File: config.mk
export PLATFORM = sky130hd
export DESIGN_NAME = exception_mask_and_stack_control
export DESIGN_NICKNAME = d
export VERILOG_FILES = /design/src/inc/exc_mask_pkg.sv /design/src/design/prio_gate.sv /design/src/design/special_read_mux.sv /design/src/design/exception_mask_and_stack_control.sv
export SDC_FILE = /design/constraint.sdc
export NUM_CORES = 1
export LEC_CHECK = 0
export BUFFER_PORTS_ARGS = -buffer_cell sky130_fd_sc_hd__buf_4
export CAP_MARGIN = 5
export CORE_AREA = 4 4 66 68
export DETAILED_ROUTE_END_ITERATION = 8
export DIE_AREA = 0 0 70 72
export PLACE_DENSITY = 0.81
export SYNTH_ARGS = -nofsm -noshare
export SYNTH_HDL_FRONTEND = slang
export SYNTH_SLANG_ARGS = --single-unit
File: constraint.sdc
create_clock -name clock -period 2 [get_ports clock]
set_input_delay 0.2 -clock clock [delete_from_list [all_inputs] [get_ports clock]]
set_output_delay 0.2 -clock clock [all_outputs]
set_load 0.02 [all_outputs]
File: src/inc/exc_mask_pkg.sv
// Shared constants and carrier types for the exception mask and stack control block
package exc_mask_pkg;
	localparam int          DATA_W          = 32;
	localparam int          PRIO_W          = 4;
	localparam int          SEL_W           = 2;
	// Special register selectors on the move-instruction port
	localparam logic [1:0]  SEL_PRI_MASK    = 2'h0;
	localparam logic [1:0]  SEL_FAULT_MASK  = 2'h1;
	localparam logic [1:0]  SEL_THRESHOLD   = 2'h2;
	localparam logic [1:0]  SEL_CONTROL     = 2'h3;
	// Field positions
	localparam int          MASK_BIT        = 0;
	localparam int          THRESH_LSB      = 4;
	localparam int          THRESH_MSB      = 7;
	localparam int          CTRL_UNPRIV_BIT = 0;
	localparam int          CTRL_STACK_BIT  = 1;
	localparam int          CTRL_FLOAT_BIT  = 2;
	// Reset values
	localparam logic        MASK_RESET      = 1'b0;
	localparam logic [3:0]  THRESH_RESET    = 4'h0;
	localparam logic [3:0]  THRESH_OFF      = 4'h0;
	localparam logic        CTRL_BIT_RESET  = 1'b0;
	localparam logic [31:0] ZERO_WORD       = 32'h0000_0000;
	// Return code bits: bits 3 and 2 both set mean return to thread onto the process stack
	localparam int          RET_STACK_BIT   = 2;
	localparam int          RET_THREAD_BIT  = 3;
	localparam int          RET_FP_BIT      = 4;

	typedef struct packed {
		logic                 write;
		logic                 read;
		logic [SEL_W-1:0]     sel;
		logic [DATA_W-1:0]    wdata;
	} special_req_t;

	typedef struct packed {
		logic                 valid;
		logic                 set;
		logic                 affect_pri;
		logic                 affect_fault;
	} change_state_t;

	typedef struct packed {
		logic                 take;
		logic                 is_nmi;
		logic                 configurable;
		logic [PRIO_W-1:0]    prio;
	} exc_req_t;

	typedef enum logic [2:0] {
		MODE_RESET   = 3'b001,
		MODE_THREAD  = 3'b010,
		MODE_HANDLER = 3'b100
	} mode_t;
endpackage : exc_mask_pkg

File: src/design/prio_gate.sv
// Combinational gate deciding whether a pending exception may be activated
module prio_gate #(
	parameter int PRIO_W = exc_mask_pkg::PRIO_W
) (
	input  wire logic              pri_mask,
	input  wire logic              fault_mask,
	input  wire logic [PRIO_W-1:0] threshold,
	input  wire logic              is_nmi,
	input  wire logic              configurable,
	input  wire logic [PRIO_W-1:0] prio,
	output logic                   allowed
);
	// The off value is four bits wide, so wider fields cannot be served
	if (PRIO_W < 1 || PRIO_W > 4) begin : g_prio_w_check
		$error("prio_gate: PRIO_W out of range");
	end

	// Larger value means lower urgency
	function automatic logic at_or_below(input logic [PRIO_W-1:0] p, input logic [PRIO_W-1:0] t);
		return p >= t;
	endfunction : at_or_below

	always_comb begin
		allowed = 1'b1;
		if (!is_nmi) begin
			if (fault_mask) allowed = 1'b0;
			if (pri_mask && configurable) allowed = 1'b0;
			if (configurable && threshold != exc_mask_pkg::THRESH_OFF[PRIO_W-1:0]
			    && at_or_below(prio, threshold)) allowed = 1'b0;
		end
	end
endmodule : prio_gate

File: src/design/special_read_mux.sv
// Read multiplexer that formats the four special registers onto a 32-bit word
module special_read_mux (
	input  wire logic [1:0] sel,
	input  wire logic       pri_mask,
	input  wire logic       fault_mask,
	input  wire logic [3:0] threshold,
	input  wire logic       ctrl_float,
	input  wire logic       ctrl_stack,
	input  wire logic       ctrl_unpriv,
	input  wire logic       in_handler,
	output logic     [31:0] rdata
);
	always_comb begin
		rdata = exc_mask_pkg::ZERO_WORD;
		unique case (sel)
			exc_mask_pkg::SEL_PRI_MASK: begin
				rdata[exc_mask_pkg::MASK_BIT] = pri_mask;
			end
			exc_mask_pkg::SEL_FAULT_MASK: begin
				rdata[exc_mask_pkg::MASK_BIT] = fault_mask;
			end
			exc_mask_pkg::SEL_THRESHOLD: begin
				rdata[exc_mask_pkg::THRESH_MSB:exc_mask_pkg::THRESH_LSB] = threshold;
			end
			exc_mask_pkg::SEL_CONTROL: begin
				rdata[exc_mask_pkg::CTRL_FLOAT_BIT]  = ctrl_float;
				rdata[exc_mask_pkg::CTRL_STACK_BIT]  = ctrl_stack & ~in_handler;
				rdata[exc_mask_pkg::CTRL_UNPRIV_BIT] = ctrl_unpriv;
			end
		endcase
	end
endmodule : special_read_mux

File: src/design/exception_mask_and_stack_control.sv
// Exception mask registers, thread control register and mode tracking of the core
//
// Behaviour
// - While the configurable priority mask is set, no configurable-priority exception activates.
// - While the fault level mask is set, only the non-maskable interrupt may activate.
// - Leaving any handler other than the non-maskable one clears the fault level mask.
// - A nonzero threshold blocks every configurable-priority exception whose priority value is at or above it.
// - A threshold of zero disables threshold masking.
// - A numerically larger priority value is treated as lower priority.
// - Control bit 2 shows whether a floating-point context is active and steers state saving.
// - Control bit 1 picks main (0) or process (1) stack pointer in thread mode.
// - Handler mode always uses the main stack; bit 1 reads zero and ignores writes there.
// - Exception entry and return update the control register, return reloading stack select.
// - Control bit 0 makes thread code privileged (0) or unprivileged (1).
// - Thread starts on the main stack and moves to the process stack by write or return code.
// - Masks are read and written by special moves; change-state sets or clears the two masks.
// - Every exception handler runs in handler mode, reset being the only exception outside it.
module exception_mask_and_stack_control #(
	parameter int PRIO_W = exc_mask_pkg::PRIO_W
) (
	input  wire logic                        clock,
	input  wire logic                        nrst,
	input  wire exc_mask_pkg::special_req_t  special_req,
	input  wire exc_mask_pkg::change_state_t change_state,
	input  wire exc_mask_pkg::exc_req_t      exc_req,
	input  wire logic                        handler_exit,
	input  wire logic                        return_from_nmi,
	input  wire logic [7:0]                  return_code,
	input  wire logic                        fp_instr_exec,
	input  wire logic                        thread_privileged_in,
	output logic [31:0]                      read_data,
	output logic                             read_valid,
	output logic                             exc_accept,
	output logic                             exc_save_fp,
	output logic                             in_handler,
	output logic                             use_process_stack,
	output logic                             thread_unprivileged,
	output logic                             pri_mask_out,
	output logic                             fault_mask_out,
	output logic [3:0]                       threshold_out
);
	// Register layout fixes the threshold field at four bits
	if (PRIO_W != 4) begin : g_prio_w_check
		$error("exception_mask_and_stack_control: PRIO_W must be 4");
	end

	//////////////////////////////////////////////////////////////////////////////////////////
	// State
	exc_mask_pkg::mode_t mode;
	exc_mask_pkg::mode_t next_mode;
	logic                configurable_priority_mask;
	logic                fault_level_mask;
	logic [3:0]          priority_threshold;
	logic                float_context_active;
	logic                stack_select;
	logic                unpriv_bit;
	logic                allowed;
	logic [31:0]         mux_data;
	logic                handler_now;
	logic                entry;
	logic                wr_ok;
	logic                exit_now;
	logic                pri_mask_hit;
	logic                fault_mask_hit;
	logic                thresh_hit;
	logic                ctrl_hit;

	// Privileged special-register write aimed at one selector
	function automatic logic write_hits(
		input logic                           ok,
		input logic [exc_mask_pkg::SEL_W-1:0] sel,
		input logic [exc_mask_pkg::SEL_W-1:0] which
	);
		return ok && (sel == which);
	endfunction : write_hits

	assign handler_now    = (mode == exc_mask_pkg::MODE_HANDLER);
	// Only privileged code may write; handler mode may write whatever thread_privileged_in says
	assign wr_ok          = special_req.write & (handler_now | thread_privileged_in);
	assign entry          = exc_req.take & allowed;
	// A return strobe outside handler mode has nothing to unwind
	assign exit_now       = handler_exit & handler_now;
	assign pri_mask_hit   = write_hits(wr_ok, special_req.sel, exc_mask_pkg::SEL_PRI_MASK);
	assign fault_mask_hit = write_hits(wr_ok, special_req.sel, exc_mask_pkg::SEL_FAULT_MASK);
	assign thresh_hit     = write_hits(wr_ok, special_req.sel, exc_mask_pkg::SEL_THRESHOLD);
	assign ctrl_hit       = write_hits(wr_ok, special_req.sel, exc_mask_pkg::SEL_CONTROL);

	prio_gate #(
		.PRIO_W      (PRIO_W)
	) u_gate (
		.pri_mask    (configurable_priority_mask),
		.fault_mask  (fault_level_mask),
		.threshold   (priority_threshold),
		.is_nmi      (exc_req.is_nmi),
		.configurable(exc_req.configurable),
		.prio        (exc_req.prio),
		.allowed     (allowed)
	);

	special_read_mux u_mux (
		.sel         (special_req.sel),
		.pri_mask    (configurable_priority_mask),
		.fault_mask  (fault_level_mask),
		.threshold   (priority_threshold),
		.ctrl_float  (float_context_active),
		.ctrl_stack  (stack_select),
		.ctrl_unpriv (unpriv_bit),
		.in_handler  (handler_now),
		.rdata       (mux_data)
	);

	//////////////////////////////////////////////////////////////////////////////////////////
	// Processor mode
	always_comb begin
		next_mode = mode;
		unique case (mode)
			exc_mask_pkg::MODE_RESET: begin
				next_mode = exc_mask_pkg::MODE_THREAD;
			end
			exc_mask_pkg::MODE_THREAD: begin
				if (entry) next_mode = exc_mask_pkg::MODE_HANDLER;
			end
			exc_mask_pkg::MODE_HANDLER: begin
				if (handler_exit && !entry && return_code[exc_mask_pkg::RET_THREAD_BIT])
					next_mode = exc_mask_pkg::MODE_THREAD;
			end
			default: begin
				next_mode = exc_mask_pkg::MODE_THREAD;
			end
		endcase
	end

	always_ff @(posedge clock or negedge nrst) begin
		if (!nrst) begin
			mode <= exc_mask_pkg::MODE_RESET;
		end else begin
			mode <= next_mode;
		end
	end

	//////////////////////////////////////////////////////////////////////////////////////////
	// Configurable priority mask
	always_ff @(posedge clock or negedge nrst) begin
		if (!nrst) begin
			configurable_priority_mask <= exc_mask_pkg::MASK_RESET;
		end else if (change_state.valid && change_state.affect_pri) begin
			configurable_priority_mask <= change_state.set;
		end else if (pri_mask_hit) begin
			configurable_priority_mask <= special_req.wdata[exc_mask_pkg::MASK_BIT];
		end
	end

	//////////////////////////////////////////////////////////////////////////////////////////
	// Fault level mask; clearing on handler exit loses to a same-cycle set
	always_ff @(posedge clock or negedge nrst) begin
		if (!nrst) begin
			fault_level_mask <= exc_mask_pkg::MASK_RESET;
		end else if (change_state.valid && change_state.affect_fault) begin
			fault_level_mask <= change_state.set;
		end else if (fault_mask_hit) begin
			fault_level_mask <= special_req.wdata[exc_mask_pkg::MASK_BIT];
		end else if (exit_now && !return_from_nmi) begin
			fault_level_mask <= exc_mask_pkg::MASK_RESET;
		end
	end

	//////////////////////////////////////////////////////////////////////////////////////////
	// Priority threshold, low nibble reserved
	always_ff @(posedge clock or negedge nrst) begin
		if (!nrst) begin
			priority_threshold <= exc_mask_pkg::THRESH_RESET;
		end else if (thresh_hit) begin
			priority_threshold <=
				special_req.wdata[exc_mask_pkg::THRESH_MSB:exc_mask_pkg::THRESH_LSB];
		end
	end

	//////////////////////////////////////////////////////////////////////////////////////////
	// Control register
	always_ff @(posedge clock or negedge nrst) begin
		if (!nrst) begin
			float_context_active <= exc_mask_pkg::CTRL_BIT_RESET;
		end else if (fp_instr_exec) begin
			float_context_active <= 1'b1;
		end else if (entry) begin
			float_context_active <= exc_mask_pkg::CTRL_BIT_RESET;
		end else if (exit_now) begin
			float_context_active <= ~return_code[exc_mask_pkg::RET_FP_BIT];
		end else if (ctrl_hit) begin
			float_context_active <= special_req.wdata[exc_mask_pkg::CTRL_FLOAT_BIT];
		end
	end

	always_ff @(posedge clock or negedge nrst) begin
		if (!nrst) begin
			stack_select <= exc_mask_pkg::CTRL_BIT_RESET;
		end else if (entry) begin
			stack_select <= exc_mask_pkg::CTRL_BIT_RESET;
		end else if (exit_now) begin
			stack_select <= return_code[exc_mask_pkg::RET_THREAD_BIT]
				& return_code[exc_mask_pkg::RET_STACK_BIT];
		end else if (ctrl_hit && !handler_now) begin
			stack_select <= special_req.wdata[exc_mask_pkg::CTRL_STACK_BIT];
		end
	end

	always_ff @(posedge clock or negedge nrst) begin
		if (!nrst) begin
			unpriv_bit <= exc_mask_pkg::CTRL_BIT_RESET;
		end else if (ctrl_hit) begin
			unpriv_bit <= special_req.wdata[exc_mask_pkg::CTRL_UNPRIV_BIT];
		end
	end

	//////////////////////////////////////////////////////////////////////////////////////////
	// Registered outputs
	always_ff @(posedge clock or negedge nrst) begin
		if (!nrst) begin
			read_data  <= exc_mask_pkg::ZERO_WORD;
			read_valid <= 1'b0;
		end else begin
			read_valid <= special_req.read;
			read_data  <= special_req.read ? mux_data : exc_mask_pkg::ZERO_WORD;
		end
	end

	always_ff @(posedge clock or negedge nrst) begin
		if (!nrst) begin
			exc_accept  <= 1'b0;
			exc_save_fp <= 1'b0;
		end else begin
			exc_accept  <= entry;
			exc_save_fp <= entry & float_context_active;
		end
	end

	always_ff @(posedge clock or negedge nrst) begin
		if (!nrst) begin
			in_handler          <= 1'b0;
			use_process_stack   <= 1'b0;
			thread_unprivileged <= 1'b0;
		end else begin
			in_handler          <= handler_now;
			use_process_stack   <= stack_select & ~handler_now;
			thread_unprivileged <= unpriv_bit & ~handler_now;
		end
	end

	// Registered copies of the three masks
	always_ff @(posedge clock or negedge nrst) begin
		if (!nrst) begin
			pri_mask_out   <= exc_mask_pkg::MASK_RESET;
			fault_mask_out <= exc_mask_pkg::MASK_RESET;
			threshold_out  <= exc_mask_pkg::THRESH_RESET;
		end else begin
			pri_mask_out   <= configurable_priority_mask;
			fault_mask_out <= fault_level_mask;
			threshold_out  <= priority_threshold;
		end
	end
endmodule : exception_mask_and_stack_control

# --- After elaboration in Yosys (flattened, before gate mapping) ---
# Index checks and enable logic that the tools add are counted.
classes:
  muxes: 23
  n_eq_ne: 7
  magnitude_cmp: 1
  n_reduce_logical: 23
  n_bitwise: 10
op_table:
  columns: ["op", "count"]
  rows:
  - ["$mux W1", 16]
  - ["$logic_and A1 B1 Y1", 13]
  - ["$mux W8", 1]
  - ["$reduce_bool A4 Y1", 2]
  - ["$and A1 B1 Y1", 7]
  - ["$mux W3", 2]
  - ["$pmux W3 S2", 1]
  - ["$reduce_bool A3 Y1", 2]
  - ["$eq A2 B2 Y1 const B", 2]
  - ["$ge A4 B4 Y1", 1]
  - ["$mux W4", 1]
  - ["$eq A3 B2 Y1 const B", 1]
  - ["$eq A3 B3 Y1 const B", 1]
  - ["$logic_not A1 Y1", 3]
  - ["$pmux W1 S3", 1]
  - ["$eq A2 B1 Y1 const B", 1]
  - ["$logic_not A2 Y1", 1]
  - ["$mux W2", 1]
  - ["$ne A2 B1 Y1 const B", 1]
  - ["$ne A2 B2 Y1 const B", 1]
  - ["$not A1 Y1", 2]
  - ["$reduce_and A2 Y1", 1]
  - ["$reduce_bool A2 Y1", 1]
  - ["$or A1 B1 Y1", 1]
word_totals:
  reg_bits: 32
  input_bits: 61
  wordCells: 81
  out_inout_bits: 44

# --- Longest topological paths before layout ---
# Gate-level depths: netlist of run 1.
logic_depth:
  word_depth: 11
  ltp_mapped: 7
  mapped_depth_nobuf: 7

# --- By module ---
# Synthesis of run 1 repeated with hierarchy kept, for this count alone.
hier_totals:
  hier_cells: 191
  hier_area_um2: 2338.5
by_module_without_submodules:
  columns: ["module", "n_inst", "cells_each", "area_per_inst_um2", "seq_area_each_um2"]
  rows:
  - ["exception_mask_and_stack_control", 1, 139, 1950.6, 1402.6]
  - ["special_read_mux", 1, 36, 262.8, 0.0]
  - ["prio_gate", 1, 16, 125.1, 0.0]

# --- Least setup slack after synthesis of run 1 ---
# OpenSTA, ideal clock, no wires.
synth_timing:
  path_type: "reg2reg"
  from: "register mode[1]"
  to: "register float_context_active"
  arrival_ps: 1377
  required_time_ps: 1874
  synth_period_minus_slack_ps: 1503
  path_stages_with_launch: 6
  slack_ps: 497
  n_path_buf: 0
  path_cell_list: "dfrtp_1 nor3b_4 o2111ai_2 mux2_4 a21oi_1 o21bai_1"
synth_via:
  elab_chain_len: 5
  elab_cells_between_ends: 9
  cone_classes: "1 x eq/ne; 3 x mux; 3 x bitwise; 2 x reduce/logical"
synth_rtl:
  columns: ["element", "line_no", "text"]
  rows:
  - ["from (decl)", "exception_mask_and_stack_control.sv:49", "exc_mask_pkg::mode_t mode;"]
  - ["from (signal assigned)", "exception_mask_and_stack_control.sv:135", "mode <= exc_mask_pkg::MODE_RESET;"]
  - ["from (signal assigned)", "exception_mask_and_stack_control.sv:137", "mode <= next_mode;"]
  - ["$eq A3 B3 Y1 (*)", "exception_mask_and_stack_control.sv:77", "assign handler_now = (mode == exc_mask_pkg::MODE_HANDLER);"]
  - ["via handler_now", "exception_mask_and_stack_control.sv:59", "logic handler_now;"]
  - ["$and A1 B1 Y1 / $or A1 B1 Y1 (equally long branches)", "exception_mask_and_stack_control.sv:82, exception_mask_and_stack_control.sv:79", null]
  - ["$mux W1 / $and A1 B1 Y1 (equally long branches)", "exception_mask_and_stack_control.sv:187, exception_mask_and_stack_control.sv:79", null]
  - ["$mux W1 / $logic_and A1 B1 Y1 (equally long branches)", "exception_mask_and_stack_control.sv:185, exception_mask_and_stack_control.sv:74", null]
  - ["$mux W1 / $reduce_bool A4 Y1 (equally long branches)", null, null]
  - ["to (signal assigned)", "exception_mask_and_stack_control.sv:182", "float_context_active <= exc_mask_pkg::CTRL_BIT_RESET;"]
  - ["to (signal assigned)", "exception_mask_and_stack_control.sv:186", "float_context_active <= exc_mask_pkg::CTRL_BIT_RESET;"]
  - ["to (signal assigned)", "exception_mask_and_stack_control.sv:188", "float_context_active <= ~return_code[exc_mask_pkg::RET_FP_BIT];"]
  - ["to (decl)", "exception_mask_and_stack_control.sv:54", "logic float_context_active;"]
# Mark *: on every way through the listed nets, which the timed path passes. The rest lies on a longest branch.
# A chain may end at the register's enable or synchronous reset.

# --- Final worst setup path of run 1 ---
layout_timing:
  from: "register priority_threshold[3]"
  to: "register mode[1]"
layout_via:
  elab_chain_len: 11
  elab_cells_between_ends: 13
  cone_classes: "1 x order compare; 2 x eq/ne; 2 x mux; 1 x bitwise; 7 x reduce/logical"
layout_rtl:
  columns: ["element", "line_no", "text"]
  rows:
  - ["from (decl)", "exception_mask_and_stack_control.sv:53", "logic [3:0] priority_threshold;"]
  - ["from (signal assigned)", "exception_mask_and_stack_control.sv:171", "priority_threshold <= exc_mask_pkg::THRESH_RESET;"]
  - ["from (signal assigned)", "exception_mask_and_stack_control.sv:173", "priority_threshold <="]
  - ["branches (longest 2 deep; another with $ge A4 B4 Y1)", null, null]
  - ["$logic_and A1 B1 Y1 (*)", "prio_gate.sv:29", "&& at_or_below(prio, threshold)) allowed = 1'b0;"]
  - ["$mux W1 (*)", "prio_gate.sv:28", "if (configurable && threshold != exc_mask_pkg::THRESH_OFF[PRIO_W-1:0]"]
  - ["$mux W1 (*)", "prio_gate.sv:25", "if (!is_nmi) begin"]
  - ["$and A1 B1 Y1 (*)", "exception_mask_and_stack_control.sv:80", "assign entry = exc_req.take & allowed;"]
  - ["via entry", "exception_mask_and_stack_control.sv:60", "logic entry;"]
  - ["$logic_not A1 Y1", "exception_mask_and_stack_control.sv:124", "if (handler_exit && !entry && return_code[exc_mask_pkg::RET_THREAD_BIT])"]
  - ["$logic_and A1 B1 Y1 (2 in a row)", "exception_mask_and_stack_control.sv:124", null]
  - ["$ne A2 B1 Y1 (no source line)", null, null]
  - ["$reduce_and A2 Y1 (no source line) (*)", null, null]
# Mark *: on every way through the listed nets, which the timed path passes.

==> results.md, run 1 <==
- CTS clk-pin slew, worst paths: 0.06 ns
- Post_cts resized: 0
- Worst skew pair latency: around 0.27 ns
- Core area: 3860 um^2
- Post-DRT Antenna Nets: 0
- Commonest cells after routing, fill and taps aside: buf_4, dfrtp_1, conb_1
- Die W: around 70 um
- GRT Total Usage: 11.9%
- Inserted Diodes: 0
- IO Pins: 105
- CP Capture Type: flop
- HPWL after DPL: between 2000 and 2500 um
- Area of the die: approximately 5000 um^2
- CTS tree: done
- Post-synthesis sequential element count: 31
- First-pass GRT wire length: 4550 um
- Fin crit share: 84.3%
- Maximum clock rate: a little under 600 MHz
- Crit path required time: 2.16 ns
- RR Startpoint: priority_threshold[3]
- Status: complete, no violations
- Yosys warns: 0
- Mapped Area: 1480 um^2
- Post-synth EDFFs: 0
- Tmin final: 1.69 ns
- Hold_ws: about 0.08 ns
- Pin count of the biggest net entering global routing: 32
- Layout Skew: 0.00191 ns
- Yosys cell types: 38
- Critical Path Fanout Max: 5
- Pre-Repair DR Iteration Count: 4
- DRT Wirelength: 2870 um
- Reg2reg path depth: 5
- Clk root buf: clkbuf_8
- Setup CP Type: flop to flop
- Vias in the first global route: 958
- RSZ-0062 raised after global routing: false
- Sequential element share of the synthesized area: 52.4%
- Initial antenna violation count: 0
- Area Overhead vs Synth: 29.5%
- Final core utilization: 49.7%
- Worst Setup Slack, final: 0.315 ns
- Top FF cell, synth: dfrtp_1
- Fin nets: 248
- # rows: 23
- Hold_sp: special_req[34]
- Most common cell after layout, fill and taps aside: buf_4
- Worst R2R End: mode[1]
- Final setup TNS: 0 ns
- Clk sink count: 31
- Worst hold path type: input pin to flop
- Hold EP: read_valid
- Slew Viols, Final: 0
- Avg Cell Area, Syn: 11.6 um^2
- Max-cap viol count: 0
- Share of layout cells above drive strength 1: 37.5%
- IO buf count: 49
- Mean number of vias per cell: 4.41
- Static Leak: a little under 1 nW
- Top cell type's share of synthesized area: 50.7%
- Initial core utilization: between 30% and 40%
- Element type at the critical path start: flop
- H-tree Lvls: 2
- Ys async rst share: between 90% and 100%
- Postcts setup bufs: 0
- Area leader, netlist: dfrtp_1
- R2R setup slack: 0.31 ns
- Gr ovfl total: 0
- Power Dens Cells: 860 nW/um^2
- Arrival @ worst endpoint: 1.85 ns
- Die height: 72 um
- Final Hold Viols: 0
- TritonCTS buffer count: 5
- Synth area leaders: dfrtp_1, buf_4, mux2_2
- DR iter-0 viols: between 60 and 70
- Hold path cells: 1
- RD Place Congestion: between 0.7 and 0.8
- Drt wl/cell: roughly 12 um
- VDD IR max: 0.256 mV
- Longest Clk Path Bufs: 2
- DRC Markers: 0
- Setup violators final: 0
- Synth Instances: 128
- DP Worst Slack: between 0.3 and 0.4 ns
- Vias: 1032
==> layout make-up <==
cell class | count | area (um^2)
Inverter | 4 | 15.0
Sequential cell | 31 | 777
Multi-Input combinational cell | 91 | 586
Clock buffer | 8 | 100
Fill cell | 378 | 1940
Timing Repair Buffer | 50 | 378
Tap cell | 50 | 62.6
==> power by group <==
| part | switching [mW] | internal [mW] |
|---|---|---|
| Combinational | 0.201 | 0.169 |
| Clock | 0.202 | 0.313 |
| Sequential | 0.0551 | 0.709 |
==> flip-flops by register name, indices dropped and copies added (netlist names) <==
register                    flops
read_data                       7
priority_threshold              4
threshold_out                   4
mode                            3
configurable_priority_mask      1
exc_accept                      1
exc_save_fp                     1
fault_level_mask                1
fault_mask_out                  1
float_context_active            1
in_handler                      1
pri_mask_out                    1
read_valid                      1
stack_select                    1
thread_unprivileged             1
unpriv_bit                      1
use_process_stack               1
==> metrics by stage <==
stage | std cells | area (um^2) | power (mW)
after floorplan | 153 | 1580 | 1.01
after global placement | 225 | 1810 | 1.13
after detailed placement | 225 | 1810 | 1.15
after CTS | 234 | 1920 | 1.67
after global routing | 234 | 1920 | 1.74
final | 234 | 1920 | 1.65
==> routing by layer <==
layer	track usage (%)	wire length [um]	vias up
li1	-	-	498
met1	13.4	1110	474
met2	21.0	1440	55
met3	3.74	260	5
met4	5.11	57	0
met5	0	0	-
==> worst max path at each step <==
stage                                end             startpoint  slack, ns
global route            fault_level_mask                mode[1]       0.18
floorplan           float_context_active                mode[1]       0.50
detailed placement               mode[1]  priority_threshold[3]       0.32
finish                           mode[1]  priority_threshold[3]       0.31
CTS                              mode[1]  priority_threshold[3]       0.30
global placement                 mode[1]  priority_threshold[2]       0.35
==> cell usage after synthesis (all sizes together) (2+ instances only) <==
master / n
nor4: 2
ha: 4
dfrtp: 30
and2b: 2
and4: 2
a21oi: 7
inv: 4
mux2: 7
o21ai: 3
nand3b: 2
nor2b: 3
nor3: 2
nand2: 7
o2111ai: 2
and3: 4
nor2: 4
o211ai: 2
buf: 26
==> worst max-delay path, cell delays in order (launching register included) <==
cell	delay, ns
dfrtp_1	0.43
nor4_1	0.39
o221ai_1	0.21
a21oi_2	0.26
nand2_1	0.11
a21o_1	0.17
==> cell families after synthesis <==
| kind of cell | after synthesis | synth area share (%) |
|---|---|---|
| compound gates | 18 | 8.36 |
| xor+xnor | 1 | 0.591 |
| fa+ha+maj | 4 | 3.38 |
| buf+inv | 31 | 14.4 |
| flops | 31 | 52.4 |
| mux | 8 | 6.25 |
| other cells | 1 | 0.253 |
| simple gates | 34 | 14.4 |
==> what timing repair did <==
action,in CTS,in global routing
endpoints found under the setup margin,0,0
hold buffers,1,0
endpoints found under the hold margin,30,0
No activity file was read; power rests on OpenSTA's default activity.
==> inputs of run 2 (changes only) <==
--- a/config.mk
+++ b/config.mk
@@ -7,10 +7,10 @@
 export LEC_CHECK = 0
 export BUFFER_PORTS_ARGS = -buffer_cell sky130_fd_sc_hd__buf_4
 export CAP_MARGIN = 5
-export CORE_AREA = 4 4 66 68
+export CORE_AREA = 4 4 69 71
 export DETAILED_ROUTE_END_ITERATION = 8
-export DIE_AREA = 0 0 70 72
-export PLACE_DENSITY = 0.81
+export DIE_AREA = 0 0 73 75
+export PLACE_DENSITY = 0.78
 export SYNTH_ARGS = -nofsm -noshare
 export SYNTH_HDL_FRONTEND = slang
 export SYNTH_SLANG_ARGS = --single-unit
==> constraint.sdc (replaced) <==
create_clock -name clock -period 1.55 [get_ports clock]
set_input_delay 0.155 -clock clock [delete_from_list [all_inputs] [get_ports clock]]
set_output_delay 0.155 -clock clock [all_outputs]
set_load 0.02 [all_outputs]
==> run 2 against run 1 <==
Compared with the run above: worst hold slack worse by 0.049 ns; global-route usage decreased by 0.54 points; sequential power grew 29%; cell area is 7.7% higher; core utilization down 0.95 points; non-clock buffer count up 10; first-iteration DRC count shrank 58%; via count increased by 3.5%.
==> results.md, run 2 (same netlist as run 1, synthesis figures left out) <==
- Status: complete, no violations
- Drt wl/cell: 12.6 um (+2.4%)
- RSZ-0062 raised after global routing: true
- Longest Clk Path Bufs: 2 (unchanged)
- IO Pins: 105 (unchanged)
- Element type at the critical path start: flop
- Commonest cells after routing, fill and taps aside: buf_4, dfrtp_1, conb_1
- Flop pwr share: 44.8% (-1.5 points)
- Internal cell power: 1.56 mW (+31%)
- Clk sink count: 31 (unchanged)
- VDD IR max: 0.344 mV (+34%)
- Hold_sp: special_req[34]
- DRC Markers: 0 (unchanged)
- Clock share of power: 28.1% (-3.1 points)
- Layout Skew: 0.00158 ns (-0.000328 ns)
- Tmin final: 1.52 ns (-0.163 ns)
- TritonCTS buffer count: 5 (unchanged)
- Final Hold Viols: 0 (unchanged)
- Worst hold path type: input pin to flop
- H-tree Lvls: 2 (unchanged)
- IO buf count: 49 (unchanged)
- Slew Viols, Final: 0 (unchanged)
- Vias in the first global route: 1010 (+5.4%)
- Initial core utilization: 35.0% (-3.4 points)
- Finished Cell Area: 2070 um^2 (+7.7%)
- Vias: 1068 (+3.5%)
- DR iter-0 viols: 29 (-58%)
- Area of the die: 5480 um^2 (+8.6%)
- Fin nets: 258 (+4.0%)
- Biggest regs: read_data x7, priority_threshold x4, threshold_out x4
- Setup violators final: 0 (unchanged)
- HPWL after DPL: 2370 um (+2.7%)
- Placed instance count: 234 (+4.0%)
- Final instance count without filler cells: 245 (+4.7%)
- Final setup TNS: 0 ns (unchanged)
- Core area: 4230 um^2 (+9.8%)
- RR Startpoint: priority_threshold[0]
- Biggest register: read_data
- Hold_ws: 0.0321 ns (-0.0492 ns)
- Logic pwr share: 27.0% (+4.6 points)
- DP Worst Slack: -0.0450 ns (-0.370 ns)
- Worst Setup Slack, final: 0.0276 ns (-0.287 ns)
- Power Dens Cells: 1070 nW/um^2 (+24%)
- Post-DRT Antenna Nets: 0 (unchanged)
- Max-cap viol count: 0 (unchanged)
- Hold path cells: 1 (unchanged)
- Maximum clock rate: 657 MHz (+11%)
- # rows: 24 (+4.3%)
- Fin crit share: 98.2% (+14 points)
- Slowest stage cell, crit path: dfrtp_2
- Critical path startpoint: priority_threshold[0]
- Reg2reg path depth: 6 (+1)
- CTS clk-pin slew, worst paths: 0.06 ns (about the same)
- Arrival @ worst endpoint: 1.69 ns (-0.16 ns)
- Largest register FFs: 7 (unchanged)
- Most common cell after layout, fill and taps aside: buf_4
- Switching part of the total power: 29.3% (+1.4 points)
- CTS tree: done
- Initial antenna violation count: 0 (unchanged)
- Inserted Diodes: 0 (unchanged)
- # fillers: 387 (+2.4%)
- Critical Path Fanout Max: 4 (-1)
- DRT Wirelength: 3080 um (+7.2%)
- First-pass GRT wire length: 4540 um (-0.31%)
- Pre-Repair DR Iteration Count: 3 (-1)
- RD Place Congestion: 0.790 (+8.5%)
- Slowest cell delay on critical path: 0.44 ns (about the same)
- Clk root buf: clkbuf_8
- Critical-path cell list: buf_12 -> nor4_4 -> o221ai_1 -> a21oi_2 -> nand2_1 -> a21o_1
- Mean number of vias per cell: 4.36 (-1.2%)
- Final core utilization: 48.8% (-0.95 points)
- Die W: 73 um (+4.3%)
- Power Total: 2.20 mW (+34%)
- Gr ovfl total: 0 (unchanged)
- CP Capture Type: flop
- Static Leak: 1.03 nW (+5.4%)
- Worst skew pair latency: 0.28 ns (about the same)
- Setup CP Type: flop to flop
- Crit path required time: 1.72 ns (-0.44 ns)
- Area Overhead vs Synth: 39.4%
- Share of layout cells above drive strength 1: 47.2% (+9.7 points)
- Net switching power: 0.645 mW (+40%)
- GRT Total Usage: 11.4% (-0.54 points)
- Die height: 75 um (+4.2%)
- Area after DPL: 1860 um^2 (+3.0%)
- Pin count of the biggest net entering global routing: 32 (unchanged)
run 2: power by group through the flow:
stage	Clock, mW	Sequential [mW]	Combinational [mW]
5_1_grt	0.684	0.998	0.646
3_5_place_dp	0	0.995	0.511
3_3_place_gp	0	0.989	0.503
6_report	0.620	0.988	0.595
2_1_floorplan	0	1.05	0.254
4_1_cts	0.637	0.979	0.527
run 2: final timing paths:
path                                         end  slack (ns)
max reg2reg                              mode[1]        0.03
max                                      mode[1]        0.03
max in group asynchronous                mode[0]        0.89
min in group asynchronous  priority_threshold[2]        0.34
min reg2reg                       fault_mask_out        0.46
min                                   read_valid        0.03
run 2: worst max-delay path: cells and delay by family (launching register included):
family / cells / cell delay [ns]
AOI/OAI and AO/OA: 3 / 0.54
DFF: 1 / 0.44
buffers and inverters: 1 / 0.14
and+or+nand+nor: 2 / 0.29
run 2: layout make-up:
type	instances	area (um^2)	share of cell area, %
well taps	52	65.1	3.15
flip-flops and latches	31	778	37.7
clock buffers	6	82.6	4.00
repair buffers	60	465	22.5
multi-input cells	91	654	31.7
inverters	4	15.0	0.727
clock inverters	1	5.00	0.242
run 2: metal layers:
layer | up-vias | part of all wire (%) | global-route usage, %
li1 | 519 | - | -
met4 | 0 | 2.2 | 6.76
met5 | - | 0 | 0
met3 | 6 | 9.9 | 5.07
met2 | 55 | 49 | 18.6
met1 | 488 | 39 | 12.2
run 2: repair_timing:
action | 4_1_cts | 5_1_grt
setup buffers | 1 | 2
endpoints found under the setup margin | 4 | 7
pin swaps | 4 | 7
cloned | 0 | 0
hold buffers | 1 | 0
endpoints found under the hold margin | 30 | 0
resized for setup | 1 | 13
